--- src/hdl/aic_cfg.svh ---
// Constants of the auxiliary interrupt controller.
// Assumes the including file is compiled after aic_pkg.
`ifndef AIC_CFG_SVH
`define AIC_CFG_SVH

// ----------------------------------------
// Register offsets on the SFR port
// ----------------------------------------
`define AIC_OFS_POLL      8'ha4
`define AIC_OFS_PAI       8'ha5
`define AIC_OFS_MASK      8'ha6
`define AIC_OFS_IE        8'ha8
`define AIC_OFS_EXTENDED_INT_CONTROL     8'hd8
`define AIC_OFS_SECOND_TIMER_INT_REG    8'hf9
`define AIC_OFS_SUMLOW    8'he2
`define AIC_OFS_CONVLOW   8'hd9
`define AIC_OFS_MS_TIMER_INT_REG     8'hfa
`define AIC_OFS_SERDATA   8'h9b

// ----------------------------------------
// Field positions, write masks, resets
// ----------------------------------------
`define AIC_EXTENDED_INT_CONTROL_AUXEN   4
`define AIC_IE_GLOBAL     7
`define AIC_MASK_WMASK    8'hfe
`define AIC_IE_WMASK      8'h9f
`define AIC_RST_BYTE      8'h00
`define AIC_AUX_VECTOR    16'h0033

// ----------------------------------------
// Pending index codes
// ----------------------------------------
`define AIC_PAI_NONE      4'h0
`define AIC_PAI_RSVD      4'h1
`define AIC_PAI_ALV       4'h2
`define AIC_PAI_TWI       4'h3
`define AIC_PAI_CNT       4'h4
`define AIC_PAI_MS_TIMER_FLAG      4'h5
`define AIC_PAI_ADC       4'h6
`define AIC_PAI_SUM       4'h7
`define AIC_PAI_SEC       4'h8

`endif

--- src/hdl/aic_pkg.sv ---
// Types shared by the auxiliary interrupt controller files.
// Assumes nothing of its surroundings.
package aic_pkg;

    // Auxiliary sources in the bit layout of the mask and status bytes.
    typedef struct packed {
        logic sec;
        logic sum;
        logic adc;
        logic ms_timer_flag;
        logic twi;
        logic cnt;
        logic alv;
        logic rsvd;
    } aic_aux_src_t;

    // One SFR access from the core.
    typedef struct packed {
        logic [7:0] addr;
        logic       wr;
        logic       rd;
        logic [7:0] wdata;
    } aic_sfr_req_t;

    // Standard request flags from serial port 0 and the timers.
    typedef struct packed {
        logic s0_rx;
        logic s0_tx;
        logic t1_ovf;
        logic t0_ovf;
    } aic_std_src_t;

    // Gated standard requests toward the core.
    typedef struct packed {
        logic s0;
        logic t1;
        logic x1;
        logic t0;
        logic x0;
    } aic_std_irq_t;

    // Whole state of the top module, apart from the state held in the two pin detectors.
    typedef struct packed {
        logic [7:0]   mask;
        aic_aux_src_t raw;
        logic         aux_en;
        logic [7:0]   ie;
        logic [3:0]   aux_pending_index;
        logic         aux_irq;
        aic_std_irq_t std;
        logic [7:0]   rdata;
        logic         hit;
    } aic_state_t;

    // State of one external pin detector.
    typedef struct packed {
        logic prev;
        logic flag;
        logic req;
    } aic_ext_state_t;

endpackage

--- src/hdl/aic_ext_req.sv ---
// Request detector for one active-low external interrupt pin.
// Assumes the pin is synchronous to mclk_i.
`timescale 1ns/1ps

module aic_ext_req (
    input  wire logic mclk_i,
    input  wire logic resetn_i,
    input  wire logic pin_n_i,
    input  wire logic edge_mode_i,
    input  wire logic ack_i,
    output logic      req_o
);

    aic_pkg::aic_ext_state_t st;
    aic_pkg::aic_ext_state_t next_st;

    // Edge mode latches a fall until acknowledged; level mode follows a low pin.
    always_comb begin
        next_st      = st;
        next_st.prev = pin_n_i;
        if (st.prev && !pin_n_i) begin
            next_st.flag = 1'b1;
        end else if (ack_i) begin
            next_st.flag = 1'b0;
        end
        next_st.req  = edge_mode_i ? next_st.flag : !pin_n_i;
    end

    // State register; the pin is taken as idle high at reset.
    always_ff @(posedge mclk_i or negedge resetn_i) begin
        if (!resetn_i) begin
            st <= '{prev: 1'b1, flag: 1'b0, req: 1'b0};
        end else begin
            st <= next_st;
        end
    end

    assign req_o = st.req;

endmodule // aic_ext_req

--- src/hdl/aic_prio_enc.sv ---
// Priority encoder for the pending auxiliary index.
// Assumes enabled status bits in the mask byte layout.
`timescale 1ns/1ps
`include "aic_cfg.svh"

module aic_prio_enc (
    input  wire aic_pkg::aic_aux_src_t status_i,
    output logic [3:0]                 code_o
);

    // Lowest priority first, so a higher one overwrites it.
    always_comb begin
        code_o = `AIC_PAI_NONE;
        if (status_i.sec) begin
            code_o = `AIC_PAI_SEC;
        end
        if (status_i.sum) begin
            code_o = `AIC_PAI_SUM;
        end
        if (status_i.adc) begin
            code_o = `AIC_PAI_ADC;
        end
        if (status_i.ms_timer_flag) begin
            code_o = `AIC_PAI_MS_TIMER_FLAG;
        end
        if (status_i.cnt) begin
            code_o = `AIC_PAI_CNT;
        end
        if (status_i.twi) begin
            code_o = `AIC_PAI_TWI;
        end
        if (status_i.alv) begin
            code_o = `AIC_PAI_ALV;
        end
    end

endmodule // aic_prio_enc

--- src/hdl/aic_top.sv ---
// Auxiliary and standard interrupt aggregation behind the SFR port.
// Assumes the core issues one-cycle SFR read and write strobes and
// that source event inputs other than the alv level are one-cycle pulses on mclk_i.
`timescale 1ns/1ps
`include "aic_cfg.svh"

module aic_top (
    input  wire logic                  mclk_i,
    input  wire logic                  resetn_i,
    input  wire aic_pkg::aic_sfr_req_t sfr_i,
    input  wire aic_pkg::aic_aux_src_t aux_evt_i,
    input  wire aic_pkg::aic_std_src_t std_src_i,
    input  wire logic                  ext_irq0_pin_n_i,
    input  wire logic                  ext_irq1_pin_n_i,
    input  wire logic [1:0]            ext_edge_mode_i,
    input  wire logic [1:0]            ext_ack_i,
    output logic [7:0]                 sfr_rdata_o,
    output logic                       sfr_hit_o,
    output logic                       aux_irq_o,
    output logic [15:0]                aux_vector_o,
    output aic_pkg::aic_std_irq_t      std_irq_o,
    output logic [7:0]                 aux_mask_o,
    output logic                       conv_result_hold_o
);

    // ----------------------------------------
    // State and decode
    // ----------------------------------------
    aic_pkg::aic_state_t   st;
    aic_pkg::aic_state_t   next_st;
    aic_pkg::aic_aux_src_t status;
    logic [3:0]            pai_code;
    logic [1:0]            ext_req;
    logic                  rd_sec;
    logic                  rd_sum;
    logic                  rd_conv;
    logic                  rd_ms;
    logic                  wr_ser;
    logic                  rd_ser;

    // Clearing accesses seen on the SFR port.
    assign rd_sec  = sfr_i.rd && (sfr_i.addr == `AIC_OFS_SECOND_TIMER_INT_REG);
    assign rd_sum  = sfr_i.rd && (sfr_i.addr == `AIC_OFS_SUMLOW);
    assign rd_conv = sfr_i.rd && (sfr_i.addr == `AIC_OFS_CONVLOW);
    assign rd_ms   = sfr_i.rd && (sfr_i.addr == `AIC_OFS_MS_TIMER_INT_REG);
    assign wr_ser  = sfr_i.wr && (sfr_i.addr == `AIC_OFS_SERDATA);
    assign rd_ser  = sfr_i.rd && (sfr_i.addr == `AIC_OFS_SERDATA);

    // Status is the raw flag gated by its mask; bit 0 stays zero.
    assign status = st.raw & st.mask & `AIC_MASK_WMASK;

    // ----------------------------------------
    // Sub-blocks
    // ----------------------------------------

    // Highest-priority enabled source picks the index.
    aic_prio_enc i_aic_prio_enc (
        .status_i (status),
        .code_o   (pai_code)
    );

    // One detector per external pin.
    for (genvar g = 0; g < 2; g++) begin : g_ext
        aic_ext_req i_aic_ext_req (
            .mclk_i      (mclk_i),
            .resetn_i    (resetn_i),
            .pin_n_i     ((g == 0) ? ext_irq0_pin_n_i : ext_irq1_pin_n_i),
            .edge_mode_i (ext_edge_mode_i[g]),
            .ack_i       (ext_ack_i[g]),
            .req_o       (ext_req[g])
        );
    end

    // ----------------------------------------
    // Next state
    // ----------------------------------------

    // Flags set on their events, which win over a clear in the same cycle.
    always_comb begin
        next_st = st;

        // Software clears by access to the owning data registers.
        if (rd_sec) begin
            next_st.raw.sec = 1'b0;
        end
        if (rd_sum) begin
            next_st.raw.sum = 1'b0;
        end
        if (rd_conv) begin
            next_st.raw.adc = 1'b0;
        end
        if (rd_ms) begin
            next_st.raw.ms_timer_flag = 1'b0;
        end
        if (wr_ser) begin
            next_st.raw.twi = 1'b0;
        end
        if (wr_ser || rd_ser) begin
            next_st.raw.cnt = 1'b0;
        end

        // Event pulses set the raw flags.
        if (aux_evt_i.sec) begin
            next_st.raw.sec = 1'b1;
        end
        if (aux_evt_i.sum) begin
            next_st.raw.sum = 1'b1;
        end
        if (aux_evt_i.adc) begin
            next_st.raw.adc = 1'b1;
        end
        if (aux_evt_i.ms_timer_flag) begin
            next_st.raw.ms_timer_flag = 1'b1;
        end
        if (aux_evt_i.twi) begin
            next_st.raw.twi = 1'b1;
        end
        if (aux_evt_i.cnt) begin
            next_st.raw.cnt = 1'b1;
        end

        // Low-voltage flag follows the below-threshold level.
        next_st.raw.alv  = aux_evt_i.alv;
        next_st.raw.rsvd = 1'b0;

        // Register writes; unused bits are dropped.
        if (sfr_i.wr) begin
            unique case (sfr_i.addr)
                `AIC_OFS_MASK: begin
                    next_st.mask = sfr_i.wdata & `AIC_MASK_WMASK;
                end
                `AIC_OFS_IE: begin
                    next_st.ie = sfr_i.wdata & `AIC_IE_WMASK;
                end
                `AIC_OFS_EXTENDED_INT_CONTROL: begin
                    next_st.aux_en = sfr_i.wdata[`AIC_EXTENDED_INT_CONTROL_AUXEN];
                end
                default: begin
                end
            endcase
        end

        // Read data is captured on the strobe and stands until the next read.
        if (sfr_i.rd) begin
            next_st.hit   = 1'b1;
            next_st.rdata = `AIC_RST_BYTE;
            unique case (sfr_i.addr)
                `AIC_OFS_POLL: begin
                    next_st.rdata = st.raw & `AIC_MASK_WMASK;
                end
                `AIC_OFS_PAI: begin
                    next_st.rdata = {4'h0, st.aux_pending_index};
                end
                `AIC_OFS_MASK: begin
                    next_st.rdata = status;
                end
                `AIC_OFS_IE: begin
                    next_st.rdata = st.ie;
                end
                `AIC_OFS_EXTENDED_INT_CONTROL: begin
                    next_st.rdata[`AIC_EXTENDED_INT_CONTROL_AUXEN] = st.aux_en;
                end
                default: begin
                    next_st.hit = 1'b0;
                end
            endcase
        end

        // Index and auxiliary request, one cycle behind the flags.
        next_st.aux_pending_index     = pai_code;
        next_st.aux_irq = (pai_code != `AIC_PAI_NONE) && st.aux_en;

        // Standard requests under the global enable.
        next_st.std.s0 = st.ie[`AIC_IE_GLOBAL] && st.ie[4]
                         && (std_src_i.s0_rx || std_src_i.s0_tx);
        next_st.std.t1 = st.ie[`AIC_IE_GLOBAL] && st.ie[3]
                         && std_src_i.t1_ovf;
        next_st.std.t0 = st.ie[`AIC_IE_GLOBAL] && st.ie[1]
                         && std_src_i.t0_ovf;
        next_st.std.x1 = st.ie[`AIC_IE_GLOBAL] && st.ie[2] && ext_req[1];
        next_st.std.x0 = st.ie[`AIC_IE_GLOBAL] && st.ie[0] && ext_req[0];
    end

    // ----------------------------------------
    // State register
    // ----------------------------------------

    // All control state clears at reset.
    always_ff @(posedge mclk_i or negedge resetn_i) begin
        if (!resetn_i) begin
            st <= '0;
        end else begin
            st <= next_st;
        end
    end

    // Outputs come from the state register; the vector is fixed.
    assign sfr_rdata_o        = st.rdata;
    assign sfr_hit_o          = st.hit;
    assign aux_irq_o          = st.aux_irq;
    assign aux_vector_o       = `AIC_AUX_VECTOR;
    assign std_irq_o          = st.std;
    assign aux_mask_o         = st.mask;
    assign conv_result_hold_o = st.raw.adc;
endmodule // aic_top

--- config.mk ---
export PLATFORM = sky130hd
export DESIGN_NAME = aic_top
export DESIGN_NICKNAME = d
export VERILOG_FILES = /design/src/hdl/aic_pkg.sv /design/src/hdl/aic_ext_req.sv /design/src/hdl/aic_prio_enc.sv /design/src/hdl/aic_top.sv
export VERILOG_INCLUDE_DIRS = /design/src /design/src/hdl
export SDC_FILE = /design/constraint.sdc
export NUM_CORES = 1
export LEC_CHECK = 0
export BUFFER_PORTS_ARGS = -buffer_cell sky130_fd_sc_hd__buf_4
export CORE_UTILIZATION = 43
export CTS_CLUSTER_SIZE = 16
export DETAILED_ROUTE_END_ITERATION = 16
export GPL_TIMING_DRIVEN = 0
export PLACE_DENSITY = 0.83
export SKIP_CTS_REPAIR_TIMING = 1
export SYNTH_ARGS = -nofsm -noshare
export SYNTH_HDL_FRONTEND = slang
export SYNTH_SLANG_ARGS = --single-unit
--- constraint.sdc ---
create_clock -name mclk_i -period 1.1 [get_ports mclk_i]
set_input_delay 0.22 -clock mclk_i [delete_from_list [all_inputs] [get_ports mclk_i]]
set_output_delay 0.22 -clock mclk_i [all_outputs]
set_load 0.02 [all_outputs]
==> summary.txt <==
Timing
  • Min Tclk post-route: between 1000 and 1500 ps
  • Setup violators final: 25
  • Max-slew violation count: 0
  • RSZ-0062 raised after global routing: true
  • Final Hold Slack: 22.7 ps
  • Part of the cycle the worst path needs: 1.18
  • Final worst slack: -197 ps
  • Achievable frequency: between 700 and 800 MHz
  • Worst-Margin Slew: 574 ps
  • Max transition margin: 0.618
  • Worst Skew: 7.16 ps
  • Final Hold Violating Endpoints: 0

Power and ir drop
  • Int Power: 2.53 mW
  • Sequential share of power: 0.523
  • Lkg Pwr: 1.59 nW
  • Largest vdd supply drop: 752 uV
  • Clock power frac: 0.300
  • Pwr/cell area: 1050 nW/um^2
  • Switching power share of the total: 0.266
  • Net Sw Power: roughly 920 uW
  • Total power: around 3.5 mW
  • Part of the power in combinational logic: 0.177

Detailed routing
  • DRT Pass-1 Iters: 4
  • DRT Wirelength: 5630 microns
  • Initial drt markers: 109
  • Routed via count: 1,833
  • DRC errors left: 0
  • Via-to-Cell Ratio: between 4 and 5
  • Antenna viol nets, final: 0
  • Post-DR wirelength/cell: 15.3 microns

Placed design
  • Port-buffer cells: 58
  • Post-DP HPWL: 3680 microns
  • Setup WS pre-CTS: -621 ps
  • Gpl congestion: 0.896

Global routing
  • Global-route wire length before repair: roughly 8000 microns
  • Largest net degree at the start of global routing: 47
  • Initial antenna violation count: 0
  • Total track usage: 0.192
  • Vias in the first global route: about 1,700
  • Total global routing overflow: 0

Floorplanning
  • IO Pins: 78
  • Die area: 5730 sq um
  • Initial Util: 0.452
  • Core Region: between 5000 and 6000 sq um
  • Row count: 26
  • Vert. Die Dim: 75.7 microns
  • Die width: 75.7 microns

Layout
  • Ant. Diodes: 0
  • Layout Nets: roughly 340
  • Fillers: roughly 410
  • Layout cells sized above 1: 0.498
  • Area Overhead vs Synth: 41.2%

Clock network
  • CTS Sinks: 46
  • H-tree depth reported by CTS: 2
  • TritonCTS buffer count: 5
  • Root buf cell: clkbuf_8
  • CTS max path bufs: 2
  • Clock slew at reported path FFs: around 80 ps
  • Later-pin clock latency in the skew report: 300 ps
  • CTS tree: built

Synthesis
  • Synth Register Bits: 46
  • Warnings, synthesis: 0
  • Leading area contributor after synthesis: dfrtp_1
  • Cell variety after synth: 42
  • Most instantiated cells after synthesis: 44 x dfrtp_1, 38 x buf_4, 16 x mux2_2, 14 x inv_1, 13 x nand2_1
  • Top FF cell, synth: dfrtp_1
  • Ys async rst share: 1.00
  • Mapped Cells: 211
  • Synth top area cells: dfrtp_1 47%, buf_4 12%, mux2_2 7.7%, dfstp_2 2.2%, inv_1 2.2%
  • Post-synthesis sequential area ratio: 0.494
  • Syn avg cell area: around 11 sq um
  • Post-synth top area share: 0.471
  • Count leader, synth: dfrtp_1
  • Number of flops mapped to enable cells by yosys: 0
  • Mapped Area: 2340 sq um

Outcome
  • Outcome: finished, violations left
  • Failing checks: negative setup slack

Setup path
  • Setup crit end kind: register
  • CP Class: input pin to register
  • Worst path arrival time: 1480 ps
  • Worst setup SP type: input pin
  • WP data required: 1290 ps
  • Crit path max fanout: 7
  • Reg-to-reg slack, setup: -110 ps

Hold path
  • Hold Crit Class: input pin to register

Run
  • Total of max-cap violations: 0
[cell usage in the layout (no fill, tap or decap), drive strengths merged, types with 3 or more instances in the layout]
cell and n:
buf 104, a21o 6, nand2 13, clkbuf 8, o21ai 7, mux2 16
nand2b 6, a32o 4, dfrtp 44, nor2 3, and3 7, inv 14
a21oi 3, nand3 3, a22oi 3, conb 17, a32oi 4, o22ai 6
[kinds of logic after synthesis]
family | after synthesis | share of synthesized area
buffers and inverters | 56 | 0.155
and+or+nand+nor | 48 | 0.138
DFF | 46 | 0.494
AOI/OAI and AO/OA | 43 | 0.134
muxes | 16 | 0.0771
other | 2 | 0.00321
[layer usage]
layer | vias to the layer above | wire length (microns) | track usage
met2 | 79 | 2820 | 0.313
met4 | 0 | 105 | 0.0720
met5 | - | 0 | 0
met3 | 10 | 367 | 0.0423
met1 | 876 | 2340 | 0.252
li1 | 868 | - | -
[worst max-delay path: stages]
cell	delay, ps
buf_8	110
nand4bb_4	250
nor3_4	250
and3_4	330
mux2_4	320
[cell type report]
class / count / area [sq um] / share of cell area
plain buffers: 28 / 236 / 0.0717
flip-flops and latches: 46 / 1160 / 0.351
clock inverters: 2 / 13.8 / 0.00417
inverters: 14 / 52.6 / 0.0159
well taps: 70 / 87.6 / 0.0265
repair buffers: 79 / 701 / 0.212
clock buffers: 6 / 72.6 / 0.0220
multi-input cells: 124 / 978 / 0.297
[power groups by stage]
stage	logic, mW	registers, mW	clock network, mW
3_5_place_dp	0.507	1.84	0
2_1_floorplan	0.294	1.82	0
5_1_grt	0.664	1.81	1.13
6_report	0.612	1.81	1.03
3_3_place_gp	0.497	1.83	0
4_1_cts	0.511	1.80	1.06
[metrics by stage]
step / setup TNS, ps / area (sq um) / cells / utilization
floorplan: -3280 / 2430 / 226 / -
CTS: -5510 / 3040 / 362 / 0.588
global route: -3130 / 3300 / 369 / 0.638
detailed placement: -10620 / 2960 / 354 / 0.572
global placement: -10080 / 2960 / 354 / 0.572
finish: -2420 / 3300 / 369 / 0.638
[flip-flops by register name, summed over array words and instances (netlist names)]
name / flops
std_irq_o: 5
sfr_rdata_o: 8
sfr_hit_o: 1
aux_irq_o: 1
st: 17
aux_mask_o: 7
g_ext.i_aic_ext_req.st: 4
conv_result_hold_o: 1
g_ext.i_aic_ext_req.req_o: 2
[worst paths after layout]
kind                                               from             end  cells past startpoint
setup / recovery                              sfr_i[16]   aux_mask_o[1]                      5
hold / removal                             aux_evt_i[1]          st[29]                      1
setup reg to reg                                 st[23]  sfr_rdata_o[4]                      4
hold reg to reg            g_ext[1].i_aic_ext_req.req_o    std_irq_o[2]                      1
max in group asynchronous                      resetn_i   aux_mask_o[4]                      2
min in group asynchronous                      resetn_i       aux_irq_o                      2
No activity file was read; power rests on OpenSTA's default activity.
